--- src/include/psp_pkg.sv ---
`default_nettype none

package psp_pkg;

	// register indices; byte address is four times the index
	localparam logic [7:0] IDX_LATCH   = 8'h08;
	localparam logic [7:0] IDX_STRB    = 8'h09;
	localparam logic [7:0] IDX_FLAGS   = 8'h0c;
	localparam logic [7:0] IDX_PDDIR   = 8'h88;
	localparam logic [7:0] IDX_STATUS  = 8'h89;
	localparam logic [7:0] IDX_ENABLES = 8'h8c;
	localparam logic [7:0] IDX_ANALOG  = 8'h9f;

	// status register fields
	localparam int unsigned STAT_IBF  = 7;
	localparam int unsigned STAT_OBF  = 6;
	localparam int unsigned STAT_OVF  = 5;
	localparam int unsigned STAT_MODE = 4;
	localparam int unsigned STAT_DIRW = 3;

	// event flag and enable position
	localparam int unsigned EVT_BIT = 7;

	// control pin positions and analog config width
	localparam int unsigned PIN_RD = 0;
	localparam int unsigned PIN_WR = 1;
	localparam int unsigned PIN_CS = 2;
	localparam int unsigned ANA_W  = 3;

	// reset values
	localparam logic [7:0] RST_STATUS  = 8'h07;
	localparam logic [7:0] RST_FLAGS   = 8'h00;
	localparam logic [7:0] RST_ENABLES = 8'h00;
	localparam logic [7:0] RST_ANALOG  = 8'h00;
	localparam logic [7:0] RST_PDDIR   = 8'hff;
	localparam logic [7:0] RST_LATCH   = 8'h00;

	// inbound byte buffer depth
	localparam int unsigned FIFO_DEPTH = 4;

	typedef struct packed {
		logic cs_n;
		logic wr_n;
		logic rd_n;
	} psp_strobe_t;

	localparam psp_strobe_t STROBE_IDLE = '{1'b1, 1'b1, 1'b1};

endpackage : psp_pkg

`default_nettype wire

--- src/rtl/psp_top.sv ---
// Overview of operation
// slave port only while mode bit set
// external side accessed without device clock
// control pins become read, write, select
// two latches share one register address
// data direction register ignored in mode
// inbound full set by write, cleared
// outbound full set by cpu, cleared
// write while full flags overrun, keeps
// outside mode full flags forced zero
// event flag per access, masked output
// low read with select drives latch
// low write with select captures data
// select high ignores strobes, no drive
// strobes synchronised, trailing edges counted
`timescale 1ns/1ps
`default_nettype none

module psp_top (
	input  wire logic        clk_i,
	input  wire logic        rst_i,
	input  wire logic        wb_cyc_i,
	input  wire logic        wb_stb_i,
	input  wire logic        wb_we_i,
	input  wire logic [9:0]  wb_adr_i,
	input  wire logic [3:0]  wb_sel_i,
	input  wire logic [31:0] wb_dat_i,
	output logic      [31:0] wb_dat_o,
	output logic             wb_ack_o,
	input  wire logic [7:0]  pd_i,
	output logic      [7:0]  pd_o,
	output logic      [7:0]  pd_oe_o,
	input  wire logic [2:0]  re_i,
	output logic      [2:0]  re_o,
	output logic      [2:0]  re_oe_o,
	output logic             event_irq_o
);

	////////////////////////////////////////////////////////////////////
	// state

	logic                  ack_q;
	logic [31:0]           dat_q;
	logic [7:0]            in_latch_q;
	logic [7:0]            out_latch_q;
	logic                  ibf_q;
	logic                  obf_q;
	logic                  ovf_q;
	logic                  mode_q;
	logic [2:0]            re_dir_q;
	logic [2:0]            re_lat_q;
	logic                  evt_flag_q;
	logic                  evt_en_q;
	logic [2:0]            ana_cfg_q;
	logic [7:0]            pd_dir_q;
	psp_pkg::psp_strobe_t  strb1_q;
	psp_pkg::psp_strobe_t  strb2_q;
	psp_pkg::psp_strobe_t  strb3_q;
	logic [7:0]            pd1_q;
	logic [7:0]            pd2_q;
	logic [7:0]            wr_byte_q;

	////////////////////////////////////////////////////////////////////
	// bus decode

	wire        req;
	wire        bus_do;
	wire        wr_do;
	wire        rd_do;
	wire [7:0]  idx;
	wire        hit_latch;
	wire        hit_strb;
	wire        hit_flags;
	wire        hit_pddir;
	wire        hit_status;
	wire        hit_enables;
	wire        hit_analog;
	wire [7:0]  wbyte;
	wire [7:0]  status_rd;
	wire [7:0]  latch_rd;
	wire [7:0]  rd_mux;

	assign req         = wb_cyc_i && wb_stb_i;
	assign bus_do      = req && ack_q;
	assign wr_do       = bus_do && wb_we_i && wb_sel_i[0];
	assign rd_do       = bus_do && !wb_we_i;
	assign idx         = wb_adr_i[9:2];
	assign hit_latch   = (idx == psp_pkg::IDX_LATCH);
	assign hit_strb    = (idx == psp_pkg::IDX_STRB);
	assign hit_flags   = (idx == psp_pkg::IDX_FLAGS);
	assign hit_pddir   = (idx == psp_pkg::IDX_PDDIR);
	assign hit_status  = (idx == psp_pkg::IDX_STATUS);
	assign hit_enables = (idx == psp_pkg::IDX_ENABLES);
	assign hit_analog  = (idx == psp_pkg::IDX_ANALOG);
	assign wbyte       = wb_dat_i[7:0];

	assign status_rd = {ibf_q, obf_q, ovf_q, mode_q, 1'b0, re_dir_q};
	// in slave mode the cpu sees the inbound latch, else the pins
	assign latch_rd  = mode_q ? in_latch_q : pd_i;

	assign rd_mux =
		hit_latch   ? latch_rd :
		hit_strb    ? {5'h00, re_i} :
		hit_flags   ? {evt_flag_q, 7'h00} :
		hit_pddir   ? pd_dir_q :
		hit_status  ? status_rd :
		hit_enables ? {evt_en_q, 7'h00} :
		hit_analog  ? {5'h00, ana_cfg_q} :
		8'h00;

	assign wb_ack_o = ack_q;
	assign wb_dat_o = dat_q;

	// one wait state; ack drops the cycle after it was given
	always_ff @(posedge clk_i)
	begin
		if (rst_i)
		begin
			ack_q <= 1'b0;
			dat_q <= 32'h0000_0000;
		end
		else
		begin
			ack_q <= req && !ack_q;
			if (req && !ack_q)
				dat_q <= {24'h00_0000, rd_mux};
		end
	end

	////////////////////////////////////////////////////////////////////
	// external strobe synchronisers

	wire rd_act2;
	wire rd_act3;
	wire wr_act2;
	wire wr_act3;
	wire rd_end;
	wire wr_end;
	wire ext_rd_now;

	always_ff @(posedge clk_i)
	begin
		if (rst_i)
		begin
			strb1_q <= psp_pkg::STROBE_IDLE;
			strb2_q <= psp_pkg::STROBE_IDLE;
			strb3_q <= psp_pkg::STROBE_IDLE;
		end
		else
		begin
			strb1_q <= {re_i[psp_pkg::PIN_CS], re_i[psp_pkg::PIN_WR],
				re_i[psp_pkg::PIN_RD]};
			strb2_q <= strb1_q;
			strb3_q <= strb2_q;
		end
	end

	// data pins follow the same two-stage delay as the strobes
	always_ff @(posedge clk_i)
	begin
		if (rst_i)
		begin
			pd1_q <= 8'h00;
			pd2_q <= 8'h00;
		end
		else
		begin
			pd1_q <= pd_i;
			pd2_q <= pd1_q;
		end
	end

	assign rd_act2 = !strb2_q.cs_n && !strb2_q.rd_n;
	assign rd_act3 = !strb3_q.cs_n && !strb3_q.rd_n;
	assign wr_act2 = !strb2_q.cs_n && !strb2_q.wr_n;
	assign wr_act3 = !strb3_q.cs_n && !strb3_q.wr_n;
	assign rd_end  = mode_q && rd_act3 && !rd_act2;
	assign wr_end  = mode_q && wr_act3 && !wr_act2;

	// last byte seen while the write strobe was active
	always_ff @(posedge clk_i)
	begin
		if (rst_i)
			wr_byte_q <= 8'h00;
		else if (wr_act2)
			wr_byte_q <= pd2_q;
	end

	////////////////////////////////////////////////////////////////////
	// inbound byte buffer

	wire       fifo_rdy;
	wire       fifo_vld;
	wire [7:0] fifo_dat;
	wire       drain_ok;
	wire       pop;
	wire       drop;

	// hold the drain while the cpu touches the latch
	assign drain_ok = !(req && hit_latch);
	assign pop      = fifo_vld && drain_ok;
	assign drop     = wr_end && !fifo_rdy;

	psp_fifo #(
		.WIDTH (8),
		.DEPTH (psp_pkg::FIFO_DEPTH)
	) u_fifo (
		.clk_i       (clk_i),
		.rst_i       (rst_i),
		.in_valid_i  (wr_end),
		.in_ready_o  (fifo_rdy),
		.in_data_i   (wr_byte_q),
		.out_valid_o (fifo_vld),
		.out_ready_i (drain_ok),
		.out_data_o  (fifo_dat)
	);

	////////////////////////////////////////////////////////////////////
	// latches and slave flags

	wire ibf_d;
	wire obf_d;
	wire ovf_d;
	wire evt_d;

	assign ibf_d =
		!mode_q                       ? 1'b0 :
		(pop && !ibf_q)               ? 1'b1 :
		(rd_do && hit_latch)          ? 1'b0 :
		ibf_q;

	// set wins over the clear
	assign obf_d =
		!mode_q                       ? 1'b0 :
		(wr_do && hit_latch)          ? 1'b1 :
		rd_end                        ? 1'b0 :
		obf_q;

	assign ovf_d =
		((pop && ibf_q) || drop)      ? 1'b1 :
		(wr_do && hit_status)         ? wbyte[psp_pkg::STAT_OVF] :
		ovf_q;

	assign evt_d =
		(rd_end || wr_end)            ? 1'b1 :
		(wr_do && hit_flags)          ? wbyte[psp_pkg::EVT_BIT] :
		evt_flag_q;

	always_ff @(posedge clk_i)
	begin
		if (rst_i)
		begin
			ibf_q      <= psp_pkg::RST_STATUS[psp_pkg::STAT_IBF];
			obf_q      <= psp_pkg::RST_STATUS[psp_pkg::STAT_OBF];
			ovf_q      <= psp_pkg::RST_STATUS[psp_pkg::STAT_OVF];
			evt_flag_q <= psp_pkg::RST_FLAGS[psp_pkg::EVT_BIT];
		end
		else
		begin
			ibf_q      <= ibf_d;
			obf_q      <= obf_d;
			ovf_q      <= ovf_d;
			evt_flag_q <= evt_d;
		end
	end

	// an overrun keeps the byte already held
	always_ff @(posedge clk_i)
	begin
		if (rst_i)
			in_latch_q <= psp_pkg::RST_LATCH;
		else if (pop && !ibf_q)
			in_latch_q <= fifo_dat;
	end

	always_ff @(posedge clk_i)
	begin
		if (rst_i)
			out_latch_q <= psp_pkg::RST_LATCH;
		else if (wr_do && hit_latch)
			out_latch_q <= wbyte;
	end

	////////////////////////////////////////////////////////////////////
	// configuration registers

	always_ff @(posedge clk_i)
	begin
		if (rst_i)
		begin
			mode_q   <= psp_pkg::RST_STATUS[psp_pkg::STAT_MODE];
			re_dir_q <= psp_pkg::RST_STATUS[psp_pkg::STAT_DIRW-1:0];
		end
		else if (wr_do && hit_status)
		begin
			mode_q   <= wbyte[psp_pkg::STAT_MODE];
			re_dir_q <= wbyte[psp_pkg::STAT_DIRW-1:0];
		end
	end

	always_ff @(posedge clk_i)
	begin
		if (rst_i)
		begin
			re_lat_q  <= 3'h0;
			evt_en_q  <= psp_pkg::RST_ENABLES[psp_pkg::EVT_BIT];
			ana_cfg_q <= psp_pkg::RST_ANALOG[psp_pkg::ANA_W-1:0];
			pd_dir_q  <= psp_pkg::RST_PDDIR;
		end
		else
		begin
			if (wr_do && hit_strb)
				re_lat_q <= wbyte[2:0];
			if (wr_do && hit_enables)
				evt_en_q <= wbyte[psp_pkg::EVT_BIT];
			if (wr_do && hit_analog)
				ana_cfg_q <= wbyte[psp_pkg::ANA_W-1:0];
			if (wr_do && hit_pddir)
				pd_dir_q <= wbyte;
		end
	end

	////////////////////////////////////////////////////////////////////
	// pins

	// raw pins decide the drive window, so the bus sees no lag
	assign ext_rd_now = !re_i[psp_pkg::PIN_CS]
		&& !re_i[psp_pkg::PIN_RD];

	assign pd_o    = out_latch_q;
	assign pd_oe_o = mode_q ? {8{ext_rd_now}} : ~pd_dir_q;
	assign re_o    = re_lat_q;
	// in slave mode the control pins are inputs only
	assign re_oe_o = mode_q ? 3'h0 : ~re_dir_q;
	assign event_irq_o = evt_flag_q && evt_en_q;

endmodule : psp_top

`default_nettype wire

--- src/rtl/psp_fifo.sv ---
`timescale 1ns/1ps
`default_nettype none

module psp_fifo #(
	parameter int unsigned WIDTH = 8,
	parameter int unsigned DEPTH = 4
) (
	input  wire logic             clk_i,
	input  wire logic             rst_i,
	input  wire logic             in_valid_i,
	output logic                  in_ready_o,
	input  wire logic [WIDTH-1:0] in_data_i,
	output logic                  out_valid_o,
	input  wire logic             out_ready_i,
	output logic      [WIDTH-1:0] out_data_o
);

	localparam int unsigned AW = (DEPTH > 1) ? $clog2(DEPTH) : 1;

	logic [WIDTH-1:0] mem_q [DEPTH];
	logic [AW-1:0]    wptr_q;
	logic [AW-1:0]    rptr_q;
	logic [AW:0]      cnt_q;
	logic             out_valid_q;
	logic [WIDTH-1:0] out_data_q;
	wire              push;
	wire              load;
	wire  [AW-1:0]    wptr_nx;
	wire  [AW-1:0]    rptr_nx;

	assign in_ready_o  = (cnt_q != (AW+1)'(DEPTH));
	assign push        = in_valid_i && in_ready_o;
	assign load        = (cnt_q != '0) && (!out_valid_q || out_ready_i);
	assign wptr_nx     = (wptr_q == AW'(DEPTH-1)) ? '0 : wptr_q + 1'b1;
	assign rptr_nx     = (rptr_q == AW'(DEPTH-1)) ? '0 : rptr_q + 1'b1;
	assign out_valid_o = out_valid_q;
	assign out_data_o  = out_data_q;

	always_ff @(posedge clk_i)
	begin
		if (push)
			mem_q[wptr_q] <= in_data_i;
	end

	always_ff @(posedge clk_i)
	begin
		if (rst_i)
		begin
			wptr_q <= '0;
			rptr_q <= '0;
			cnt_q  <= '0;
		end
		else
		begin
			if (push)
				wptr_q <= wptr_nx;
			if (load)
				rptr_q <= rptr_nx;
			if (push && !load)
				cnt_q <= cnt_q + 1'b1;
			else if (load && !push)
				cnt_q <= cnt_q - 1'b1;
		end
	end

	// registered head word
	always_ff @(posedge clk_i)
	begin
		if (rst_i)
		begin
			out_valid_q <= 1'b0;
			out_data_q  <= '0;
		end
		else if (load)
		begin
			out_valid_q <= 1'b1;
			out_data_q  <= mem_q[rptr_q];
		end
		else if (out_ready_i)
			out_valid_q <= 1'b0;
	end

endmodule : psp_fifo

`default_nettype wire

--- config.mk ---
export PLATFORM = sky130hd
export DESIGN_NAME = psp_top
export DESIGN_NICKNAME = d
export VERILOG_FILES = /design/src/include/psp_pkg.sv /design/src/rtl/psp_top.sv /design/src/rtl/psp_fifo.sv
export SDC_FILE = /design/constraint.sdc
export NUM_CORES = 1
export LEC_CHECK = 0
export CORE_MARGIN = 2
export CORE_UTILIZATION = 60
export DETAILED_ROUTE_END_ITERATION = 6
export DONT_BUFFER_PORTS = 1
export PLACE_DENSITY = 0.85
export SKIP_CTS_REPAIR_TIMING = 1
export SYNTH_ARGS = -nofsm -noshare
export SYNTH_HDL_FRONTEND = slang
export SYNTH_HIERARCHICAL = 1
export SYNTH_SLANG_ARGS = --single-unit
--- constraint.sdc ---
create_clock -name clk_i -period 4.9 [get_ports clk_i]
set_clock_uncertainty 0.1 [all_clocks]
set_input_delay 0.98 -clock clk_i [delete_from_list [all_inputs] [get_ports clk_i]]
set_output_delay 0.98 -clock clk_i [all_outputs]
set_load 0.1 [all_outputs]
==> results.md <==
* TritonCTS clock tree: built
* Count of input and output buffers at 0
* Data arrival, critical path at 2.43 ns
* Number of standard-cell rows in the floorplan at 34
* Post-synth design cell area at 5470 um^2
* Data required time of the worst path at 3.82 ns
* M1 wire length at 4790 um
* Biggest area contributors in the synthesized netlist: sky130_fd_sc_hd__dfxtp_1, sky130_fd_sc_hd__edfxtp_1, sky130_fd_sc_hd__mux2i_1
* Leading register cell type out of synthesis: sky130_fd_sc_hd__dfxtp_1
* Total GRT Usage at 26.4%
* Aggregate negative setup slack at 0 ns
* Worst slack at placement at 1.24 ns
* Synthesis warning total at 6
* Number of buffers on the longest clock path at 2
* Leakage power figure at 2.34 nW
* Drc violations at 0
* Number of distinct library cells after synthesis at 59
* Most area-hungry cell type in the Yosys netlist: sky130_fd_sc_hd__dfxtp_1
* Run status: finished, final reports clean
* Chip height at 99.5 um
* Total area of sequential cells at 2900 um^2
* Worst vdd ir at 0.253 mV
* R2r worst-path depth at 11
* Post-synth ARST share at 0%
* Layout Cells excl Fill at 626
* TritonCTS Buffers at 17
* Placed wire-length estimate at 8130 um
* Critical Path Start: mode_q
* Register-to-register setup slack at 1.65 ns
* Largest fanout of any net on the critical path at 15
* Post-route standard cell area excluding fillers at 6060 um^2
* Final hold slack at 0.308 ns
* Number of enable flip-flop cells after synthesis at 32
* Switching power at 0.855 mW
* Number of antenna violations at the first check in global routing at 0
* Setup slack of the critical path after layout at 1.39 ns
* Proportion of layout cells with a drive suffix above 1 at 15.6%
* Clock Tree Root: sky130_fd_sc_hd__clkbuf_8
* DR WL/cell at 20.2 um
* Area growth from synthesis to layout at 10.9%
* Cell-internal power at 2.15 mW
* Maximum Capacitance Violations at 0
* WP buf/inv at 0
* Die X-Extent at 99.5 um
* Metal3 WL at 1030 um
* Cell family with most CP delay: flip-flops
* Length of the first detailed-routing pass in iterations at 5
* Routed wire length at 12600 um
* Total congestion overflow after global routing at 0
* Classification of the worst-slack hold path: register to register
* Vias in the first global route at 3836
* WHS Path Cells at 1
* Startpoint type of the worst setup path: register
* Uppermost routed layer: met4
* Number of storage elements in the synthesis netlist at 129
* Num Clock Sinks at 129
* Post-synth top area share at 35.5%
* Crit path kind: register to output pin
* Routability congestion estimate at 0.845
* Inst Count DP at 594
* Drt initial violations at 306
* Delay contributed by the slowest stage of the critical path at 0.80 ns
* Clk slew on worst S/H paths at 0.06 ns
* Cell area power density at 496 nW/um^2
* Count of final hold-check violations at 0
* Setup Viol. Count Final at 0
* Count of pins on the block boundary at 118
* Tightest Pin Transition at 1.18 ns
* Maximum number of pins on one net before global-route repair at 87
* Count of cell instances traversed by the critical path at 2
* Final nets at 574
* Max-slew violation total from the final report at 0
* Synthesized netlist cell count at 514
* Area of the multi-input gates at 2320 um^2
* Final Critical Period at 3.51 ns
* Share of total power in sequential cells at 41.7%
* Part of the total power dissipated in combinational logic at 14.1%
* Hold Crit Start: strb1_q[1]
* Standard cell area after detailed placement at 5440 um^2
* Achievable clock frequency at 285 MHz
* Diode count at 0
* Filler instances at 592
* Sequential fraction of the synthesis area at 53.1%
* Via-to-Cell Ratio at 6.30
* Total vias in the final route at 3945
* Cells traversed along the worst timing path: nand2_1 -> o21ai_2
* Unrepaired setup endpoints after global routing: false
* CTS H-tree lvls at 4
* First-pass GRT wire length at 19900 um
* Period utilisation layout at 71.7%
* Core ar. at 8760 um^2
* End-of-flow core utilization at 69.2%
* Launch instance of the worst register-to-register path: mode_q
* Sw frac at 28.4%
* Starting Density at 62.4%
* Later-pin clock latency in the skew report at 0.53 ns
* Crit-path slowest cell: sky130_fd_sc_hd__dfxtp_1
* Synthesized area divided by synthesized cell count at 10.6 um^2
* Max-slew headroom at the worst pin at 21.0%
* PnR Total Power at 3.01 mW
* Area of the die at 9890 um^2
* Remaining antenna violation count at 0
* Kind of end point of the critical path: output pin
* Wire length on met2 at 6410 um
* Share of power burned in the clock network at 44.1%
registers in the layout, summed over array words and instances, names as in the netlist, 8 cells and up:
name / cells
u_fifo/mem_q: 32
in_latch_q: 8
pd1_q: 8
pd2_q: 8
pd_dir_q: 8
pd_o: 8
u_fifo/out_data_o: 8
wb_dat_o: 8
wr_byte_q: 8
power groups by stage:
stage	combinational, mW	sequential [mW]	clock, mW
2_1_floorplan	0.406	1.23	0
3_5_place_dp	0.399	1.27	0
6_report	0.425	1.26	1.33
4_1_cts	0.418	1.26	1.33
3_3_place_gp	0.384	1.27	0
5_1_grt	0.454	1.27	1.38
cells in the mapped netlist (2+ instances only):
master / number
sky130_fd_sc_hd__nor2b_1: 17
sky130_fd_sc_hd__o21ai_0: 28
sky130_fd_sc_hd__dfxtp_1: 97
sky130_fd_sc_hd__nor2_1: 37
sky130_fd_sc_hd__and2_1: 6
sky130_fd_sc_hd__a221oi_1: 3
sky130_fd_sc_hd__clkbuf_2: 2
sky130_fd_sc_hd__a21oi_1: 32
sky130_fd_sc_hd__and4_1: 2
sky130_fd_sc_hd__buf_2: 7
sky130_fd_sc_hd__o2bb2ai_1: 4
sky130_fd_sc_hd__o32ai_1: 3
sky130_fd_sc_hd__inv_1: 13
sky130_fd_sc_hd__nor4bb_1: 2
sky130_fd_sc_hd__o211ai_1: 6
sky130_fd_sc_hd__or4_1: 3
sky130_fd_sc_hd__or2_2: 10
sky130_fd_sc_hd__a22oi_1: 6
sky130_fd_sc_hd__and3_1: 3
sky130_fd_sc_hd__o22ai_1: 2
sky130_fd_sc_hd__clkbuf_1: 21
sky130_fd_sc_hd__and3_2: 3
sky130_fd_sc_hd__edfxtp_1: 32
sky130_fd_sc_hd__mux4_2: 8
sky130_fd_sc_hd__nand3_1: 19
sky130_fd_sc_hd__mux2i_1: 29
sky130_fd_sc_hd__mux2_2: 5
sky130_fd_sc_hd__or3_1: 3
sky130_fd_sc_hd__nand2b_1: 6
sky130_fd_sc_hd__nor3_1: 5
sky130_fd_sc_hd__nand3b_1: 3
sky130_fd_sc_hd__nand4_1: 9
sky130_fd_sc_hd__ha_1: 6
sky130_fd_sc_hd__xor2_1: 2
sky130_fd_sc_hd__buf_4: 24
sky130_fd_sc_hd__nand2_1: 33
layer usage:
| metal | track usage (%) | vias to the layer above |
|---|---|---|
| met5 | 0 | - |
| met4 | 12.4 | 0 |
| met3 | 7.66 | 41 |
| met2 | 43.8 | 203 |
| met1 | 31.6 | 1922 |
| li1 | - | 1779 |
cells by family (layout without fill, tap and decap cells):
kind of cell / count (synthesis) / count (layout) / share of synthesized area (%)
multiplexers: 42 / 42 / 9.64
adder cells (fa/ha/maj): 7 / 7 / 1.74
XOR/XNOR: 2 / 2 / 0.320
other: 1 / 24 / 0.0686
AND/OR/NAND/NOR: 174 / 174 / 18.0
buffers and inverters: 68 / 49 / 6.66
AO/OA/AOI/OAI: 91 / 91 / 10.5
flip-flops: 129 / 129 / 53.1
cells in the final DEF (no fill, tap or decap), drive strengths merged, types with 4 or more instances in the layout:
cell / Yosys / routed
dfxtp: 97 / 97
nor3: 6 / 6
o211ai: 6 / 6
clkinv: 0 / 4
bufinv: 0 / 4
a21oi: 32 / 32
o2bb2ai: 4 / 4
and2: 7 / 7
and3: 6 / 6
o21ai: 29 / 29
mux2i: 29 / 29
nor2b: 17 / 17
nand2: 33 / 33
inv: 13 / 18
ha: 6 / 6
nand2b: 6 / 6
nand4: 10 / 10
buf: 32 / 4
clkbuf: 23 / 18
or2: 10 / 10
nor2: 37 / 37
conb: 1 / 24
a22oi: 6 / 6
edfxtp: 32 / 32
mux2: 5 / 5
nand3: 19 / 19
mux4: 8 / 8
final timing paths:
check                                  endpoint
worst max-delay path                 pd_oe_o[3]
worst min-delay path                 strb2_q[1]
worst max register to register  u_fifo/cnt_q[2]
worst min register to register       strb2_q[1]
area by class of cell:
class / instances / area share, %
Clock buffer: 18 / 6.90
Clock inverter: 14 / 3.34
Inverter: 13 / 0.805
Multi-Input combinational cell: 340 / 38.3
Sequential cell: 129 / 47.9
Tap cell: 108 / 2.23
Timing Repair Buffer: 4 / 0.495
(Power assumes the default switching activity.)
